<file path="src/rtl/prsc_pkg.sv">
// Package: constants for the page, restart, sleep and shutdown control block
package prsc_pkg;
  // ==========================================================
  // Register offsets
  localparam logic [7:0] PRSC_OFF_PAGE  = 8'h00;
  localparam logic [7:0] PRSC_OFF_RST   = 8'h01;
  localparam logic [7:0] PRSC_OFF_SLEEP = 8'h02;
  localparam logic [7:0] PRSC_OFF_SHDN  = 8'h05;
  localparam logic [7:0] PRSC_OFF_SFMT  = 8'h07;
  localparam logic [7:0] PRSC_PAGE_ZERO = 8'h00;
  // ==========================================================
  // Reset values
  localparam logic [7:0] PRSC_RST_PAGE  = 8'h00;
  localparam logic [7:0] PRSC_RST_SLEEP = 8'h00;
  localparam logic [7:0] PRSC_RST_SHDN  = 8'h05;
  localparam logic [7:0] PRSC_RST_SFMT  = 8'h30;
  // ==========================================================
  // Field positions and masks
  localparam int PRSC_RST_BIT     = 0;
  localparam int PRSC_SUPPLY_BIT  = 7;
  localparam int PRSC_REFQ_LSB    = 3;
  localparam int PRSC_BCAST_BIT   = 2;
  localparam int PRSC_EXIT_BIT    = 0;
  localparam int PRSC_INCAP_LSB   = 4;
  localparam int PRSC_POLICY_LSB  = 2;
  localparam int PRSC_KA_LSB      = 0;
  localparam logic [7:0] PRSC_SLEEP_WMASK = 8'hfd;
  localparam logic [7:0] PRSC_SHDN_WMASK  = 8'h3f;
  // ==========================================================
  // Bus addressing
  localparam logic [6:0] PRSC_BCAST_ADDR = 7'h4c;
  localparam logic [4:0] PRSC_ADDR_BASE  = 5'h13;
  // ==========================================================
  // Timing: one tick is 500 us, durations held in microseconds
  localparam int CLK_PERIOD_NS  = 50;
  localparam int TICK_US        = 500;
  localparam int TICK_CYC       = TICK_US * 1000 / CLK_PERIOD_NS;
  localparam int REFQ0_US  = 3500;
  localparam int REFQ1_US  = 10000;
  localparam int REFQ2_US  = 50000;
  localparam int REFQ3_US  = 100000;
  localparam int INCAP0_US = 2500;
  localparam int INCAP1_US = 12500;
  localparam int INCAP2_US = 25000;
  localparam int INCAP3_US = 50000;
  localparam int KA0_US    = 30000;
  localparam int KA1_US    = 25000;
  localparam int KA2_US    = 10000;
  localparam int KA3_US    = 5000;
  // ==========================================================
  // Shutdown policy codes
  localparam logic [1:0] PRSC_POL_NOW  = 2'h0;
  localparam logic [1:0] PRSC_POL_TIME = 2'h1;
  localparam logic [1:0] PRSC_POL_DONE = 2'h2;
  // Duration in microseconds to ticks
  function automatic logic [7:0] prsc_ticks(input int t_us);
    prsc_ticks = 8'(t_us / TICK_US);
  endfunction
endpackage

</file>
<file path="src/rtl/prsc_ctrl.sv">
// Module: page, restart, sleep, supply and shutdown control registers
`timescale 1ns/10ps
module prsc_ctrl
  import prsc_pkg::*;
#(
  parameter int TICK_CYCLES = prsc_pkg::TICK_CYC
)
(
  input  wire logic       ref_clk,
  input  wire logic       rst_n,
  input  wire logic       reg_wr_en,
  input  wire logic       reg_rd_en,
  input  wire logic [7:0] reg_addr,
  input  wire logic [7:0] reg_wdata,
  output logic      [7:0] reg_rdata,
  output logic      [7:0] page_sel,
  input  wire logic       shutdown_pin_n,
  input  wire logic [1:0] addr_pins,
  input  wire logic       shutdown_done,
  output logic      [6:0] target_addr,
  output logic            analog_supply_source_sel,
  output logic            sleep_active,
  output logic            ref_charge_busy,
  output logic            incap_charge_busy,
  output logic            digital_regulator_on,
  output logic      [7:0] serial_format
);
  import prsc_pkg::*;

  typedef struct packed {
    logic [7:0]  page;
    logic        restart;
    logic [7:0]  sleep;
    logic [7:0]  shdn;
    logic [7:0]  sfmt;
    logic [7:0]  rdata;
    logic        exit_d;
    logic [1:0]  pin_s;
    logic [3:0]  apin_s;
    logic        pin_d;
    logic        asleep;
    logic        digital_regulator;
    logic [6:0]  taddr;
    logic [13:0] tick_cnt;
    logic        tick;
  } prsc_st_s;

  prsc_st_s    st_r;
  prsc_st_s    st_nxt;
  logic [1:0]  rsync_r;
  logic        rst_sync_n;
  logic        ka_busy;
  logic [7:0]  ref_ticks;
  logic [7:0]  incap_ticks;
  logic [7:0]  ka_ticks;
  logic        wake;
  logic        shut_fall;
  logic        page0;
  logic [1:0]  policy;

  // ==========================================================
  // Reset release through two flops
  always_ff @(posedge ref_clk or negedge rst_n) begin
    if (!rst_n) begin
      rsync_r <= 2'b00;
    end else begin
      rsync_r <= {rsync_r[0], 1'b1};
    end
  end
  assign rst_sync_n = rsync_r[1];

  // ==========================================================
  // Duration lookups
  always_comb begin
    case (st_r.sleep[PRSC_REFQ_LSB +: 2])
      2'h0:    ref_ticks = prsc_ticks(REFQ0_US);
      2'h1:    ref_ticks = prsc_ticks(REFQ1_US);
      2'h2:    ref_ticks = prsc_ticks(REFQ2_US);
      default: ref_ticks = prsc_ticks(REFQ3_US);
    endcase
    case (st_r.shdn[PRSC_INCAP_LSB +: 2])
      2'h0:    incap_ticks = prsc_ticks(INCAP0_US);
      2'h1:    incap_ticks = prsc_ticks(INCAP1_US);
      2'h2:    incap_ticks = prsc_ticks(INCAP2_US);
      default: incap_ticks = prsc_ticks(INCAP3_US);
    endcase
    case (st_r.shdn[PRSC_KA_LSB +: 2])
      2'h0:    ka_ticks = prsc_ticks(KA0_US);
      2'h1:    ka_ticks = prsc_ticks(KA1_US);
      2'h2:    ka_ticks = prsc_ticks(KA2_US);
      default: ka_ticks = prsc_ticks(KA3_US);
    endcase
  end

  assign policy    = st_r.shdn[PRSC_POLICY_LSB +: 2];
  assign page0     = (st_r.page == PRSC_PAGE_ZERO);
  // Wake edge starts both quick charges
  assign wake      = st_r.sleep[PRSC_EXIT_BIT] && !st_r.exit_d;
  // Pin falling edge, seen only after the synchroniser
  assign shut_fall = !st_r.pin_s[1] && st_r.pin_d;

  // ==========================================================
  // Next state: register file, tick base, regulator policy
  always_comb begin
    st_nxt          = st_r;
    st_nxt.pin_s    = {st_r.pin_s[0], shutdown_pin_n};
    st_nxt.apin_s   = {st_r.apin_s[1:0], addr_pins};
    st_nxt.pin_d    = st_r.pin_s[1];
    st_nxt.exit_d   = st_r.sleep[PRSC_EXIT_BIT];
    st_nxt.asleep   = !st_r.sleep[PRSC_EXIT_BIT];
    st_nxt.tick     = (st_r.tick_cnt == 14'(TICK_CYCLES - 1));
    st_nxt.tick_cnt = st_nxt.tick ? 14'h0000 : st_r.tick_cnt + 14'h0001;
    if (st_r.sleep[PRSC_BCAST_BIT]) begin
      st_nxt.taddr = PRSC_BCAST_ADDR;
    end else begin
      st_nxt.taddr = {PRSC_ADDR_BASE, st_r.apin_s[3:2]};
    end
    // Read data, registered; unmapped offsets read zero, other pages read only the page register
    st_nxt.rdata = 8'h00;
    if (reg_rd_en) begin
      if (reg_addr == PRSC_OFF_PAGE) begin
        st_nxt.rdata = st_r.page;
      end else if (page0) begin
        case (reg_addr)
          PRSC_OFF_RST:   st_nxt.rdata = {7'h00, st_r.restart};
          PRSC_OFF_SLEEP: st_nxt.rdata = st_r.sleep;
          PRSC_OFF_SHDN:  st_nxt.rdata = st_r.shdn;
          PRSC_OFF_SFMT:  st_nxt.rdata = st_r.sfmt;
          default:        st_nxt.rdata = 8'h00;
        endcase
      end
    end
    // Writes; page register exists on every page
    st_nxt.restart = 1'b0;
    if (reg_wr_en) begin
      if (reg_addr == PRSC_OFF_PAGE) begin
        st_nxt.page = reg_wdata;
      end else if (page0) begin
        case (reg_addr)
          PRSC_OFF_RST:   st_nxt.restart = reg_wdata[PRSC_RST_BIT];
          PRSC_OFF_SLEEP: st_nxt.sleep = reg_wdata & PRSC_SLEEP_WMASK;
          PRSC_OFF_SHDN:  st_nxt.shdn = reg_wdata & PRSC_SHDN_WMASK;
          PRSC_OFF_SFMT:  st_nxt.sfmt = reg_wdata;
          default:        st_nxt.sfmt = st_r.sfmt;
        endcase
      end
    end
    // Regulator: on while pin is high, policy decides after it falls
    if (st_r.pin_s[1]) begin
      st_nxt.digital_regulator      = 1'b1;
    end else begin
      if (shut_fall) begin
        // A finish in the fall cycle itself must not be lost
        st_nxt.digital_regulator = (policy != PRSC_POL_NOW) && !shutdown_done;
      end else begin
        case (policy)
          PRSC_POL_NOW:  st_nxt.digital_regulator = 1'b0;
          PRSC_POL_DONE: st_nxt.digital_regulator = st_r.digital_regulator && !shutdown_done;
          // Reserved code 3 behaves as the timed policy
          default: st_nxt.digital_regulator = st_r.digital_regulator && ka_busy && !shutdown_done;
        endcase
      end
    end
    // Restart pulse: page, sleep, shutdown and format registers back to defaults
    if (st_r.restart) begin
      st_nxt.page      = PRSC_RST_PAGE;
      st_nxt.sleep     = PRSC_RST_SLEEP;
      st_nxt.shdn      = PRSC_RST_SHDN;
      st_nxt.sfmt      = PRSC_RST_SFMT;
      st_nxt.restart   = 1'b0;
    end
  end

  always_ff @(posedge ref_clk or negedge rst_sync_n) begin
    if (!rst_sync_n) begin
      st_r        <= '0;
      st_r.shdn   <= PRSC_RST_SHDN;
      st_r.sfmt   <= PRSC_RST_SFMT;
      st_r.pin_s  <= 2'b11;
      st_r.pin_d  <= 1'b1;
      st_r.digital_regulator   <= 1'b1;
      st_r.asleep <= 1'b1;
      st_r.taddr  <= {PRSC_ADDR_BASE, 2'b00};
    end else begin
      st_r <= st_nxt;
    end
  end

  // ==========================================================
  // Charge and keepalive timers
  prsc_timer u_ref (
    .clk   (ref_clk),
    .rst_n (rst_sync_n),
    .clr   (st_r.restart),
    .start (wake),
    .tick  (st_r.tick),
    .ticks (ref_ticks),
    .busy  (ref_charge_busy)
  );
  prsc_timer u_incap (
    .clk   (ref_clk),
    .rst_n (rst_sync_n),
    .clr   (st_r.restart),
    .start (wake),
    .tick  (st_r.tick),
    .ticks (incap_ticks),
    .busy  (incap_charge_busy)
  );
  prsc_timer u_ka (
    .clk   (ref_clk),
    .rst_n (rst_sync_n),
    .clr   (st_r.pin_s[1]),
    .start (shut_fall),
    .tick  (st_r.tick),
    .ticks (ka_ticks),
    .busy  (ka_busy)
  );

  // ==========================================================
  // Outputs straight from flops
  assign reg_rdata                = st_r.rdata;
  assign page_sel                 = st_r.page;
  assign target_addr              = st_r.taddr;
  assign analog_supply_source_sel = st_r.sleep[PRSC_SUPPLY_BIT];
  assign sleep_active             = st_r.asleep;
  assign digital_regulator_on     = st_r.digital_regulator;
  assign serial_format            = st_r.sfmt;
endmodule

</file>
<file path="src/rtl/prsc_timer.sv">
// Module: tick-driven one-shot duration timer
`timescale 1ns/10ps
module prsc_timer
  import prsc_pkg::*;
(
  input  wire logic       clk,
  input  wire logic       rst_n,
  input  wire logic       clr,
  input  wire logic       start,
  input  wire logic       tick,
  input  wire logic [7:0] ticks,
  output logic            busy
);
  typedef struct packed {
    logic [7:0] cnt;
    logic       busy;
  } prsc_tmr_s;
  prsc_tmr_s st_r;
  prsc_tmr_s st_nxt;

  // ==========================================================
  // Countdown: clear beats start, start beats a running count
  always_comb begin
    st_nxt = st_r;
    if (clr) begin
      st_nxt = '0;
    end else if (start) begin
      st_nxt.cnt  = ticks;
      st_nxt.busy = (ticks != 8'h00);
    end else if (tick && st_r.busy) begin
      if (st_r.cnt == 8'h01) begin
        st_nxt.busy = 1'b0;
      end
      st_nxt.cnt = st_r.cnt - 8'h01;
    end
  end

  always_ff @(posedge clk or negedge rst_n) begin
    if (!rst_n) begin
      st_r <= '0;
    end else begin
      st_r <= st_nxt;
    end
  end

  assign busy = st_r.busy;
endmodule
</file>
<file path="config.mk">
export PLATFORM = sky130hd
export DESIGN_NAME = prsc_ctrl
export DESIGN_NICKNAME = d
export VERILOG_FILES = /design/src/rtl/prsc_pkg.sv /design/src/rtl/prsc_ctrl.sv /design/src/rtl/prsc_timer.sv
export SDC_FILE = /design/constraint.sdc
export NUM_CORES = 1
export LEC_CHECK = 0
export BUFFER_PORTS_ARGS = -buffer_cell sky130_fd_sc_hd__buf_2
export CORE_UTILIZATION = 45
export DETAILED_ROUTE_END_ITERATION = 10
export PLACE_DENSITY = 0.65
export SETUP_SLACK_MARGIN = 0.5
export SYNTH_ARGS = -nofsm -noshare
export SYNTH_HDL_FRONTEND = slang
export SYNTH_SLANG_ARGS = --single-unit
</file>
<file path="constraint.sdc">
create_clock -name ref_clk -period 3.5 [get_ports ref_clk]
set_clock_uncertainty 0.1 [all_clocks]
set_input_delay 0.525 -clock ref_clk [delete_from_list [all_inputs] [get_ports ref_clk]]
set_output_delay 0.525 -clock ref_clk [all_outputs]
set_load 0.01 [all_outputs]
</file>
After elaboration in Yosys (flattened, before gate mapping)
Index checks and enable logic that the tools add are counted.
W data, S select, Z words.

operators by class
  eq/ne operators = 16
  reduce and logical (&&, ||, !) cells = 42
  multiplexer cells = 33
  $add $sub $neg = 4

operators by type and width
  kind                     number
  $mux W9                  9
  $mux W33                 2
  $mux W8                  7
  $mux W25                 2
  $eq A8 B1 Y1 const B     4
  $pmux W8 S4              1
  $pmux W8 S3              1
  $reduce_bool A8 Y1       3
  $sub A8 B1 Y8 const B    3
  $pmux W7 S3              1
  $pmux W6 S3              1
  $reduce_bool A3 Y1       6
  $eq A8 B3 Y1 const B     2
  $logic_not A8 Y1         2
  $add A14 B1 Y14 const B  1
  $eq A14 B14 Y1 const B   1
  $mux W14                 1
  $reduce_bool A2 Y1       7
  $reduce_and A4 Y1        3
  $logic_and A1 B1 Y1      9
  $eq A2 B2 Y1 const B     4
  $eq A8 B2 Y1 const B     1
  $logic_not A2 Y1         4
  $reduce_and A2 Y1        4
  other kinds (6)          16

word-level totals
  output and inout bits = 36
  logic and storage cells = 117
  register bits after elaboration = 102
  input port bits = 24

Logic depth before layout (Yosys ltp)
Gate-level depths: netlist (run 1).

  word-level depth = 6
  mapped depth = 6
  gate-level depth less buffers = 6

By module
A second synthesis (run 1) with hierarchy kept.

second synthesis, totals
  cells, all modules = 533
  area total of the unflattened synthesis = 5,252.5 um^2

modules (own cells, without submodules)
  module                    cells each  sequential area each (um^2)  instances  area each (um^2)
  prsc_ctrl                 343         1,687.9                      1          3,542.1
  prsc_timer (u_incap ...)  64          225.2                        2          573.0
  prsc_timer (u_ref)        62          225.2                        1          564.3

Least setup slack after synthesis (run 1)
OpenSTA, ideal clock, no wires.

  path type = input port to flip-flop
  start = in reg_addr[5]
  end = reg st_r (netlist bit serial_format[2])
  data required time = 3.280 ns
  data arrival time = 2.190 ns
  path buffers = 2
  slack = 1.090 ns
  setup time = 0.120 ns
  stages on the path = 6
  cell sequence = or4_1 clkbuf_1 or4_4 buf_6 o211a_1 a31o_1

between the ends
  cells in the longest elaborated chain, start to end = 3
  elaborated cells between the ends (all ways) = 5
  those cells by class = 2 x eq/ne; 3 x reduce/logical

RTL lines
  item                                                                 RTL line                            RTL
  start, declared                                                      prsc_ctrl.sv:13                     input wire logic [7:0] reg_addr,
  $eq A8 B3 Y1 / $logic_not A8 Y1 (equally long branches)              prsc_ctrl.sv:139, prsc_ctrl.sv:136
  $reduce_bool A2 Y1 (no line) / $ne A2 B2 Y1 (equally long branches)  -
  $reduce_and A4 Y1 (no line) *                                        -
  end signal, assigned                                                 prsc_ctrl.sv:185                    st_r <= st_nxt;
  end, declared                                                        prsc_ctrl.sv:48                     prsc_st_s st_r;

Mark *: on every way between the ends. The rest lies on a longest branch, timed or not.
A chain may end at the register's enable or synchronous reset.

Worst setup path after layout (run 1)
  start = reg st_r (netlist bit page_sel[0])
  end = reg st_r[53] (netlist name)

between the ends
  cells in the longest elaborated chain, start to end = 3

RTL lines
  item                          RTL line         RTL
  $logic_not A8 Y1              prsc_ctrl.sv:96  assign page0 = (st_r.page == PRSC_PAGE_ZERO);
  $reduce_bool A2 Y1 (no line)  -
  $reduce_and A4 Y1 (no line)   -

Every way passes these cells.

==> impl_metrics.json, run 1 <==
{
  "grt_remaining_overflow": 0,
  "hold_violations": 0,
  "timing.critical_path.slowest_stage_cell": "nor4_1",
  "yosys.cell_types.count": 56,
  "place.detailed.hpwl_mm": 7.90,
  "core_region_area_um2": 10500,
  "placed_cells": 629,
  "route.detailed.wl_per_inst_um": 16.8,
  "path_cells": "or4_1 -> nor4_1 -> a211oi_1 -> a31o_2",
  "dpl_worst_slack_ns": 0.916,
  "timing.final.crit_share_pct": 71.2,
  "max_cap_viol_count": 0,
  "yosysWarningCount": 0,
  "layoutNonFillerInstCount": 646,
  "cts_hold_buffers": 1,
  "outcome": "finished, final reports clean",
  "ant_nets": 0,
  "pwr-share-seq_pct": 55.1,
  "antenna_found_initial": 0,
  "chipWidth_um": 107,
  "layout.nets": 545,
  "post_cts_resize_count": 0,
  "final-max-slew-violation-count": 0,
  "port_buffers": 54,
  "hp-class": "in2reg",
  "synth_cells": 487,
  "final_core_util_pct": 50.6,
  "dieHeight_um": 107,
  "die_footprint_um2": 11400,
  "gp_congestion": 0.853,
  "net-switching-power_w": 0.000688,
  "clock_network_power_share_pct": 30.7,
  "cp_data_arrival_time_ns": 2.65,
  "io_pins": 60,
  "drtIter0Drc": 267,
  "clk_root_buffer_cell": "clkbuf_8",
  "first_global_vias": 3696,
  "max_stage_delay_ns": 0.73,
  "wirelength_mm": 10.9,
  "yosysTopAreaCellShare_pct": 43.1,
  "critical_path.startpoint_type": "flop",
  "via_count": 3650,
  "postSynth.topFlopCell": "dfrtp_1",
  "synth_edf_count": 0,
  "setup.worst_path.class": "reg2reg",
  "cp.buffers_inverters": 0,
  "tritoncts": "done",
  "timing.setup.tns_ns": 0,
  "insertion_delay_ns": 0.36,
  "setup_ws_ns": 1.01,
  "drc_errors": 0,
  "internal-power_w": 0.00159,
  "yosysSeqAreaShare_pct": 47.9,
  "max_freq_mhz": 401,
  "synth_largest_area_cell": "dfrtp_1",
  "grt_start_max_net_pins": 55,
  "synth_area_per_cell_um2": 10.1,
  "sw_share_pct": 30.1,
  "rsz0062_at_grt": "no",
  "antenna_cells_inserted": 0,
  "setup_violations": 0,
  "power-per-cell-area_nw_per_um2": 431,
  "cts-buffers-inserted": 9,
  "row_count": 37,
  "critical-path-top-delay-family": "simple AND/OR/NAND/NOR gates",
  "final_layout_size_suffix_gt1_share_pct": 19.0,
  "clkTransAtPathRegs_ns": 0.10,
  "synth-seq-cells": 94,
  "worst-endpoint-required_ns": 3.66,
  "vdd_drop_max_uv": 277,
  "syn-cell-area_um2": 4930,
  "cts_num_sinks": 94,
  "critPathMaxFanout": 8,
  "cts-root-to-sink-buffers": 2,
  "areaGrowthSynthToFinish_pct": 7.31,
  "postSynth.asyncResetShare_pct": 100,
  "grtUsageTotal_pct": 20.3,
  "tightest_slew_ns": 0.872,
  "power.static_leakage_nw": 2.52,
  "via_per_inst": 5.65,
  "relSlewSlack_pct": 41.4,
  "detail_route.first_pass.iterations": 4,
  "cts_htree_levels": 3,
  "grt_pass1_wl_mm": 18.2,
  "p_comb_share_pct": 14.2,
  "postCtsSetupBuffers": 0,
  "worst_setup_path_end_kind": "flop",
  "start_util_pct": 47.1,
  "whs_ns": 0.158,
  "synth_area_leaders": "dfrtp_1 (43%), dfstp_2 (4.8%), buf_4 (4.7%), ha_1 (4.1%), xnor2_1 (3.7%)",
  "final.min_clock_period_ns": 2.49
}
## layer usage
| metal | vias up | part of all wire [%] | wire length [µm] | global-route usage [%] |
|---|---|---|---|---|
| li1 | 1740 | - | - | - |
| met1 | 1795 | 47 | 5060 | 28.7 |
| met2 | 99 | 47 | 5100 | 31.6 |
| met3 | 16 | 5.3 | 574 | 4.38 |
| met4 | 0 | 1.3 | 139 | 5.28 |
| met5 | - | 0 | 0 | 0 |
## cell usage in the layout (no fill, tap or decap), types with 12 or more instances in the layout
cell type	count
mux2i_1	16
xnor2_1	21
nor3_1	13
o21ai_0	15
dfrtp_1	84
a21oi_1	22
inv_1	16
ha_1	16
nand3_1	12
nor4_1	15
nand2_1	30
nor2_1	39
buf_2	54
## final timing paths
| kind | end | cells after the start | slack [ns] | start |
|---|---|---|---|---|
| min in group asynchronous | st_r[11] | 0 | 0.28 | rsync_r[1] |
| max in group asynchronous | policy[0] | 1 | 2.22 | rsync_r[1] |
| hold / removal | st_nxt[30] | 1 | 0.16 | shutdown_pin_n |
| hold reg to reg | st_r[27] | 0 | 0.26 | st_nxt[27] |
| setup reg to reg | st_r[53] | 4 | 1.01 | page_sel[0] |
| setup / recovery | st_r[53] | 4 | 1.01 | page_sel[0] |
## power by group through the flow
stage | clock, W | combinational (W) | sequential, W
after floorplan | 0 | 0.000254 | 0.00126
after detailed placement | 0 | 0.000321 | 0.00128
after global routing | 0.000766 | 0.000369 | 0.00127
after global placement | 0 | 0.000313 | 0.00127
after CTS | 0.000725 | 0.000325 | 0.00126
final | 0.000700 | 0.000324 | 0.00126
## Yosys cell counts (2+ instances only)
cell       n
conb_1     2
a211oi_1   8
nand3_1   12
nand4b_1   2
mux2i_1   16
and2_1     4
dfrtp_1   85
a31o_1     6
a31o_2     6
xor2_1     6
nor2b_1    6
o211a_1    8
nand2b_1   5
o21ai_0   15
ha_1      16
a21oi_1   22
or3_1      6
nand2_1   30
nor2_1    39
nor3_1    13
and4_1     2
a22oi_1    4
clkbuf_1  23
or2_2      2
dfstp_2    9
and3_1     3
a32o_1     6
a22o_1     8
nor4_1    15
o31ai_1    2
buf_2      2
xnor2_1   21
nand4_1    6
or4_1      5
nand3b_1   4
o41ai_1    2
buf_4     31
a311oi_1   2
inv_1     16
## stage by stage
stage	total power (W)	instance area (µm²)
floorplan	0.00151	4940
global placement	0.00159	5090
detailed placement	0.00160	5090
CTS	0.00231	5290
global route	0.00241	5290
finish	0.00228	5290
## flip-flops by register name, indices dropped and copies added (netlist names)
name,cells
sleep_active,1
page_sel,8
u_ka.st_r,8
st_r,29
u_ref.busy,1
u_ka.busy,1
u_incap.busy,1
u_ref.st_r,8
rsync_r,2
u_incap.st_r,8
st_nxt,5
serial_format,8
target_addr,2
reg_rdata,8
analog_supply_source_sel,1
policy,2
digital_regulator_on,1
## logic make-up after synthesis
logic type / after synthesis / synth area share (%)
fa+ha+maj: 16 / 4.06
flops: 94 / 47.9
other cells: 2 / 0.152
xor+xnor: 27 / 4.80
mux: 17 / 3.48
buf+inv: 75 / 8.27
compound gates: 96 / 14.1
simple gates: 160 / 17.2
## area by class of cell
class                           instances  area, µm²
Multi-Input combinational cell        322       2170
Tap cell                              136        170
Inverter                               17       63.8
Clock inverter                          6       52.6
Timing Repair Buffer                   61        325
Fill cell                             989       5170
Clock buffer                           10        138
Sequential cell                        94       2370
Note: power is estimated with default switching activity, not from simulation.
==> run 2, diff against run 1 <==
--- a/config.mk
+++ b/config.mk
@@ -5,10 +5,11 @@
 export SDC_FILE = /design/constraint.sdc
 export NUM_CORES = 1
 export LEC_CHECK = 0
+export ABC_AREA = 1
 export BUFFER_PORTS_ARGS = -buffer_cell sky130_fd_sc_hd__buf_2
 export CORE_UTILIZATION = 45
 export DETAILED_ROUTE_END_ITERATION = 10
-export PLACE_DENSITY = 0.65
+export PLACE_DENSITY = 0.68
 export SETUP_SLACK_MARGIN = 0.5
 export SYNTH_ARGS = -nofsm -noshare
 export SYNTH_HDL_FRONTEND = slang
==> constraint.sdc (replaced) <==
create_clock -name ref_clk -period 2.2 [get_ports ref_clk]
set_clock_uncertainty 0.1 [all_clocks]
set_input_delay 0.33 -clock ref_clk [delete_from_list [all_inputs] [get_ports ref_clk]]
set_output_delay 0.33 -clock ref_clk [all_outputs]
set_load 0.01 [all_outputs]
==> run 2 against run 1 <==
Compared with the run above:
- synthesized cell count grew 31%
- clock-buffer cell count grew 1
- cell area grew 11%
- combinational power grew to 3.0 times the previous value
- largest power group unchanged
==> impl_metrics.json, run 2 <==
{
  "outcome": "finished, final reports clean",
  "hp-class": "in2reg",
  "areaGrowthSynthToFinish_pct": 13.5,
  "wirelength_mm": 11.2,
  "final-max-slew-violation-count": 0,
  "drtIter0Drc": 267,
  "ff2ff_setup_slack_ns": 0.52,
  "whs_ns": 0.0546,
  "power.static_leakage_nw": 3.02,
  "vdd_drop_max_uv": 365,
  "detailed_place.area_um2": 5420,
  "layout.nets": 725,
  "route.layer.met1.wl_mm": 4.91,
  "number_of_flip_flops_under_the_largest_register_name": 29,
  "maxUsedRoutingLayer": "met4",
  "netlist_top_cells_count": "nand2_1 (145), dfrtp_1 (85), inv_1 (69)",
  "cp_data_arrival_time_ns": 1.81,
  "synthMostInstantiatedCell": "nand2_1",
  "cts-root-to-sink-buffers": 2,
  "grtUsageTotal_pct": 20.0,
  "worst-endpoint-required_ns": 2.33,
  "setup_ws_ns": 0.520,
  "layout.filler_cells": 1036,
  "dpl_worst_slack_ns": 0.471,
  "grt_remaining_overflow": 0,
  "yosysTopAreaCellShare_pct": 41.0,
  "rr_startpoint": "page_sel[0]",
  "cts_htree_levels": 3,
  "tritoncts": "done",
  "antenna_cells_inserted": 0,
  "dieHeight_um": 109,
  "synth_cells": 636,
  "io_pins": 60,
  "postSynth.asyncResetShare_pct": 100,
  "yosysSeqAreaShare_pct": 45.6,
  "grt_start_max_net_pins": 35,
  "synth_largest_area_cell": "dfrtp_1",
  "via_count": 4314,
  "critPathLaunch": "page_sel[0]",
  "setup_violations": 0,
  "gp_congestion": 0.887,
  "p_comb_share_pct": 21.4,
  "max_cap_viol_count": 0,
  "setup.worst_path.class": "reg2reg",
  "timing.final.crit_share_pct": 76.3,
  "grt_pass1_wl_mm": 18.4,
  "synth_edf_count": 0,
  "timing.setup.tns_ns": 0,
  "hold_violations": 0,
  "yosys.cell_types.count": 41,
  "syn-cell-area_um2": 5180,
  "detail_route_met2_wl_mm": 5.60,
  "worst_setup_path_end_kind": "flop",
  "postSynth.topFlopCell": "dfrtp_1",
  "critical_path.startpoint_type": "flop",
  "critPathCapture": "st_r[58]",
  "layout.cells.most_common": "nand2_1",
  "clk_root_buffer_cell": "clkbuf_16",
  "synth_area_per_cell_um2": 8.15,
  "row_count": 38,
  "cts-buffers-inserted": 9,
  "critPathMaxFanout": 7,
  "finalPower_w": 0.00461,
  "port_buffers": 54,
  "cts_num_sinks": 94,
  "die_footprint_um2": 11900,
  "rsz0062_at_grt": "yes",
  "core_region_area_um2": 11000,
  "sw_share_pct": 30.4,
  "detail_route.first_pass.iterations": 6,
  "start_util_pct": 47.0,
  "antenna_found_initial": 0,
  "ff2ff_path_depth": 9,
  "clkTransAtPathRegs_ns": 0.06,
  "net-switching-power_w": 0.00140,
  "pwr-share-seq_pct": 45.4,
  "place.detailed.hpwl_mm": 8.34,
  "ant_nets": 0,
  "largest-register": "st_r",
  "clock_network_power_share_pct": 33.2,
  "final_layout_size_suffix_gt1_share_pct": 21.5,
  "met3_length_um": 554,
  "final_cell_mix": "nand2_1 (144), dfrtp_1 (83), inv_1 (68), buf_2 (55)",
  "chipWidth_um": 109,
  "critical_path.reg2reg.endpoint": "st_r[58]",
  "synth_area_leaders": "dfrtp_1 (41%), nand2_1 (11%), nand3_1 (5.2%), inv_1 (5.0%), buf_4 (4.8%)",
  "via_per_inst": 5.20,
  "power-per-cell-area_nw_per_um2": 784,
  "internal-power_w": 0.00321,
  "final_cell_area_um2": 5880,
  "max_freq_mhz": 595,
  "insertion_delay_ns": 0.34,
  "route.detailed.wl_per_inst_um": 13.5,
  "yosysWarningCount": 0,
  "synth-seq-cells": 94,
  "first_global_vias": 4067,
  "final.min_clock_period_ns": 1.68,
  "drc_errors": 0
}
run 2: cell count changes after synthesis, sizes merged, moves of 12 or more:
cell    change
o22ai      +12
o21ai      +24
mux2i      -16
nand3      +44
nor2       +36
clkbuf     -21
a31o       -12
inv        +61
nor4       -15
xnor2      -20
nand2     +125
run 2: per-stage QoR:
step,util (%),std cells
2_1_floorplan,-,640
3_3_place_gp,49.1,801
3_5_place_dp,49.1,801
4_1_cts,52.1,820
5_1_grt,53.3,829
6_report,53.3,829
run 2: area by class of cell:
type,count,area [µm²],share of cell area (%)
tap,140,175,2.98
clock buffer,11,243,4.13
timing repair buffer,75,448,7.61
sequential,94,2370,40.3
inverter,77,293,4.98
clock inverter,4,47.5,0.808
multi-input combinational,428,2310,39.2
run 2: layer usage:
layer	GRT usage (%)	vias to the layer above
met4	8.19	0
met1	26.2	2070
met5	0	-
li1	-	2117
met2	32.1	110
met3	4.45	17
run 2: power groups by stage:
stage / clock (W) / sequential, W / combinational, W
CTS: 0.00157 / 0.00209 / 0.000949
detailed placement: 0 / 0.00212 / 0.000939
floorplan: 0 / 0.00210 / 0.000724
finish: 0.00153 / 0.00210 / 0.000986
global placement: 0 / 0.00211 / 0.000916
global route: 0.00165 / 0.00212 / 0.00112
run 2: cell families (layout without fill, tap and decap cells):
| kind of cell | count (synthesis) | count (layout) | share of synthesized area [%] |
|---|---|---|---|
| other cells | 2 | 6 | 0.145 |
| buf+inv | 118 | 167 | 11.3 |
| simple gates | 309 | 309 | 27.8 |
| compound gates | 86 | 86 | 9.37 |
| xor+xnor | 11 | 11 | 1.86 |
| fa+ha+maj | 16 | 16 | 3.86 |
| flops | 94 | 94 | 45.6 |
run 2: repair_timing:
action | in CTS | in global routing
gates resized for setup | 0 | 16
endpoints found under the setup margin | 0 | 27
endpoints found under the hold margin | 5 | 0
hold buffers | 4 | 0
buffers inserted | 0 | 9
run 2: critical path, cell delays in order, from the launching register on:
cell     delay [ns]
dfrtp_1        0.40
inv_2          0.09
nand2_1        0.06
nor3_2         0.14
nand2_2        0.15
nor2_8         0.16
buf_2          0.18
a21oi_2        0.13
nand2_1        0.10
nand2_1        0.05
run 2: worst min path at each step:
stage,slack (ns),from,depth (start not counted),end
floorplan,-0.07,rst_n,0,rsync_r[0]
global placement,0.02,rst_n,1,rsync_r[0]
detailed placement,0.02,rst_n,1,rsync_r[0]
CTS,0.05,shutdown_done,2,digital_regulator_on
global route,0.05,shutdown_done,2,digital_regulator_on
finish,0.05,shutdown_done,2,digital_regulator_on
==> run 3, diff against run 2 <==
--- a/config.mk
+++ b/config.mk
@@ -9,7 +9,7 @@
 export BUFFER_PORTS_ARGS = -buffer_cell sky130_fd_sc_hd__buf_2
 export CORE_UTILIZATION = 45
 export DETAILED_ROUTE_END_ITERATION = 10
-export PLACE_DENSITY = 0.68
+export PLACE_DENSITY = 0.65
 export SETUP_SLACK_MARGIN = 0.5
 export SYNTH_ARGS = -nofsm -noshare
 export SYNTH_HDL_FRONTEND = slang
==> constraint.sdc (replaced) <==
create_clock -name ref_clk -period 1.6 [get_ports ref_clk]
set_clock_uncertainty 0.1 [all_clocks]
set_input_delay 0.24 -clock ref_clk [delete_from_list [all_inputs] [get_ports ref_clk]]
set_output_delay 0.24 -clock ref_clk [all_outputs]
set_load 0.01 [all_outputs]
==> run 3 against run 2 <==
Compared with the run above:
- the run now ends with negative setup slack left
- first-iteration DRC count rose by 24%
- sequential share of layout area fell by 11 points
- power rose by 72%
- combinational power rose to 2.7 times the previous value
- critical path depth did not move
- core utilization rose by 19 points
- clock-buffer cell count fell by 1
- via count rose by 19%
- non-clock buffer count rose by 106
- sequential power rose by 40%
- routed wire length rose by 43%
- critical path type unchanged
- critical endpoint is now policy[1]
- largest cell class is now multi-input gates
==> impl_metrics.json, run 3 (synthesis gave the netlist of run 2 again) <==
{
  "outcome": "finished, violations left",
  "violated_checks": "negative setup slack",
  "max_cap_viol_count": 0,
  "via_count": 5114,
  "row_count": 38,
  "insertion_delay_ns": 0.34,
  "relSlewSlack_pct": 56.9,
  "grtUsageTotal_pct": 25.3,
  "layout.cells.most_common": "nand2_1",
  "number_of_flip_flops_under_the_largest_register_name": 29,
  "final.min_clock_period_ns": 1.69,
  "route.detailed.wl_per_inst_um": 17.1,
  "cts-root-to-sink-buffers": 2,
  "grt_start_max_net_pins": 35,
  "timing.hold.worst_path_depth": 3,
  "p_comb_share_pct": 33.1,
  "cts_htree_levels": 3,
  "cts-buffers-inserted": 9,
  "power-per-cell-area_nw_per_um2": 987,
  "hp-class": "in2reg",
  "internal-power_w": 0.00524,
  "final_cell_mix": "nand2_1 (115), dfrtp_1 (75), buf_4 (75), buf_6 (53), inv_1 (41)",
  "worst-endpoint-required_ns": 1.78,
  "via_per_inst": 5.45,
  "core_region_area_um2": 11000,
  "clk_root_buffer_cell": "clkbuf_16",
  "hold_violations": 0,
  "path_cells": "inv_2 -> nand2_2 -> nor3_4 -> nand2_4 -> nor2_8 -> nand2_8 -> nand2_8 -> nand2_1 -> nand2_1",
  "ant_nets": 0,
  "antenna_cells_inserted": 0,
  "ff2ff_path_depth": 9,
  "gp_congestion": 0.864,
  "setup_violations": 23,
  "sw_share_pct": 33.8,
  "setup.worst_path.class": "reg2reg",
  "wirelength_mm": 16.0,
  "setup_ws_ns": -0.0936,
  "vdd_drop_max_uv": 522,
  "final_layout_size_suffix_gt1_share_pct": 52.7,
  "critPathMaxFanout": 8,
  "ff2ff_setup_slack_ns": -0.09,
  "tritoncts": "done",
  "grt_pass1_wl_mm": 23.3,
  "worst_setup_path_end_kind": "flop",
  "max_freq_mhz": 590,
  "dieHeight_um": 109,
  "chipWidth_um": 109,
  "antenna_found_initial": 0,
  "tightest_slew_ns": 0.642,
  "detail_route.first_pass.iterations": 5,
  "areaGrowthSynthToFinish_pct": 54.7,
  "start_util_pct": 47.0,
  "pwr-share-seq_pct": 37.2,
  "first_global_vias": 4821,
  "timing.final.crit_share_pct": 106,
  "largest-register": "st_r",
  "clock_network_power_share_pct": 29.7,
  "grt_remaining_overflow": 0,
  "port_buffers": 54,
  "critical_path.startpoint_type": "flop",
  "io_pins": 60,
  "net-switching-power_w": 0.00268,
  "critical_path.reg2reg.endpoint": "policy[1]",
  "die_footprint_um2": 11900,
  "place.detailed.hpwl_mm": 8.64,
  "max_stage_delay_ns": 0.40,
  "finalPower_w": 0.00792,
  "hold_start": "reg_wdata[7]",
  "drtIter0Drc": 331,
  "clkTransAtPathRegs_ns": 0.07,
  "power.static_leakage_nw": 3.76,
  "whs_endpoint": "page_sel[7]",
  "drc_errors": 0,
  "final-max-slew-violation-count": 0,
  "timing.critical_path.slowest_stage_cell": "dfrtp_1",
  "cts_num_sinks": 94,
  "cp_data_arrival_time_ns": 1.87,
  "rsz0062_at_grt": "yes",
  "layout.nets": 834,
  "rr_startpoint": "page_sel[5]",
  "final_core_util_pct": 72.7
}
==> run 3: cell count changes in the layout (fill, tap and decap cells not counted), sizes merged <==
cell,previous run,this run
buf,71,175
bufinv,1,2
clkinv,2,3
dlygate4sd3,4,5
inv,76,77
nand2,155,156
nor2,75,76
==> run 3: metal layers <==
| metal | track usage (%) | wire length [µm] | vias up |
|---|---|---|---|
| met5 | 0 | 0 | - |
| met4 | 11.7 | 612 | 0 |
| met3 | 4.45 | 904 | 52 |
| met2 | 41.6 | 8040 | 229 |
| met1 | 32.5 | 6460 | 2487 |
| li1 | - | - | 2346 |
==> run 3: area by class of cell <==
| class | count | area, µm² |
|---|---|---|
| clock buffers | 10 | 239 |
| fillers | 702 | 3010 |
| well taps | 140 | 175 |
| repair inverters | 1 | 3.75 |
| flip-flops and latches | 94 | 2380 |
| inverters | 77 | 337 |
| repair buffers | 181 | 1560 |
| clock inverters | 6 | 85.1 |
| multi-input cells | 430 | 3240 |
==> run 3: how the worst max path moves through the flow <==
stage,to,startpoint,slack [ns]
after global placement,reg_rdata[7],reg_addr[1],-0.02
after floorplan,st_r[11],st_r[1],0.13
after detailed placement,reg_rdata[1],reg_addr[1],-0.03
after CTS,policy[0],page_sel[0],-0.05
after global routing,policy[1],page_sel[5],-0.16
final,policy[1],page_sel[5],-0.09
==> run 3: per-stage QoR <==
step,instance area [µm²],setup WS (ns),hold WS (ns),TNS [ns],instances
floorplan,5480,0.132,-0.156,0,640
global placement,5760,-0.0164,-0.0745,-0.0164,811
detailed placement,5760,-0.0275,-0.0733,-0.0430,811
CTS,7300,-0.0531,0.0695,-0.465,907
global route,8020,-0.163,0.0791,-2.73,939
finish,8020,-0.0936,0.0800,-1.21,939
==> run 3: timing repair <==
action | 4_1_cts | 5_1_grt
endpoints found under the setup margin | 110 | 112
hold endpoints to repair | 6 | 0
setup buffers | 73 | 31
hold buffers | 5 | 0
gates resized for setup | 150 | 110
gates cloned | 2 | 1
pin swaps | 77 | 60
==> run 3: power groups by stage <==
stage,Combinational (W),Sequential [W],Clock (W)
after floorplan,0.00114,0.00291,0
after global placement,0.00145,0.00292,0
after detailed placement,0.00150,0.00293,0
after global routing,0.00282,0.00297,0.00248
after CTS,0.00208,0.00291,0.00237
final,0.00262,0.00294,0.00235
==> run 3: critical path: cells and delay by family, from the launching register on <==
| family | cells | cell delay, ns |
|---|---|---|
| buffers and inverters | 1 | 0.08 |
| flip-flops | 1 | 0.40 |
| AND/OR/NAND/NOR | 8 | 1.03 |
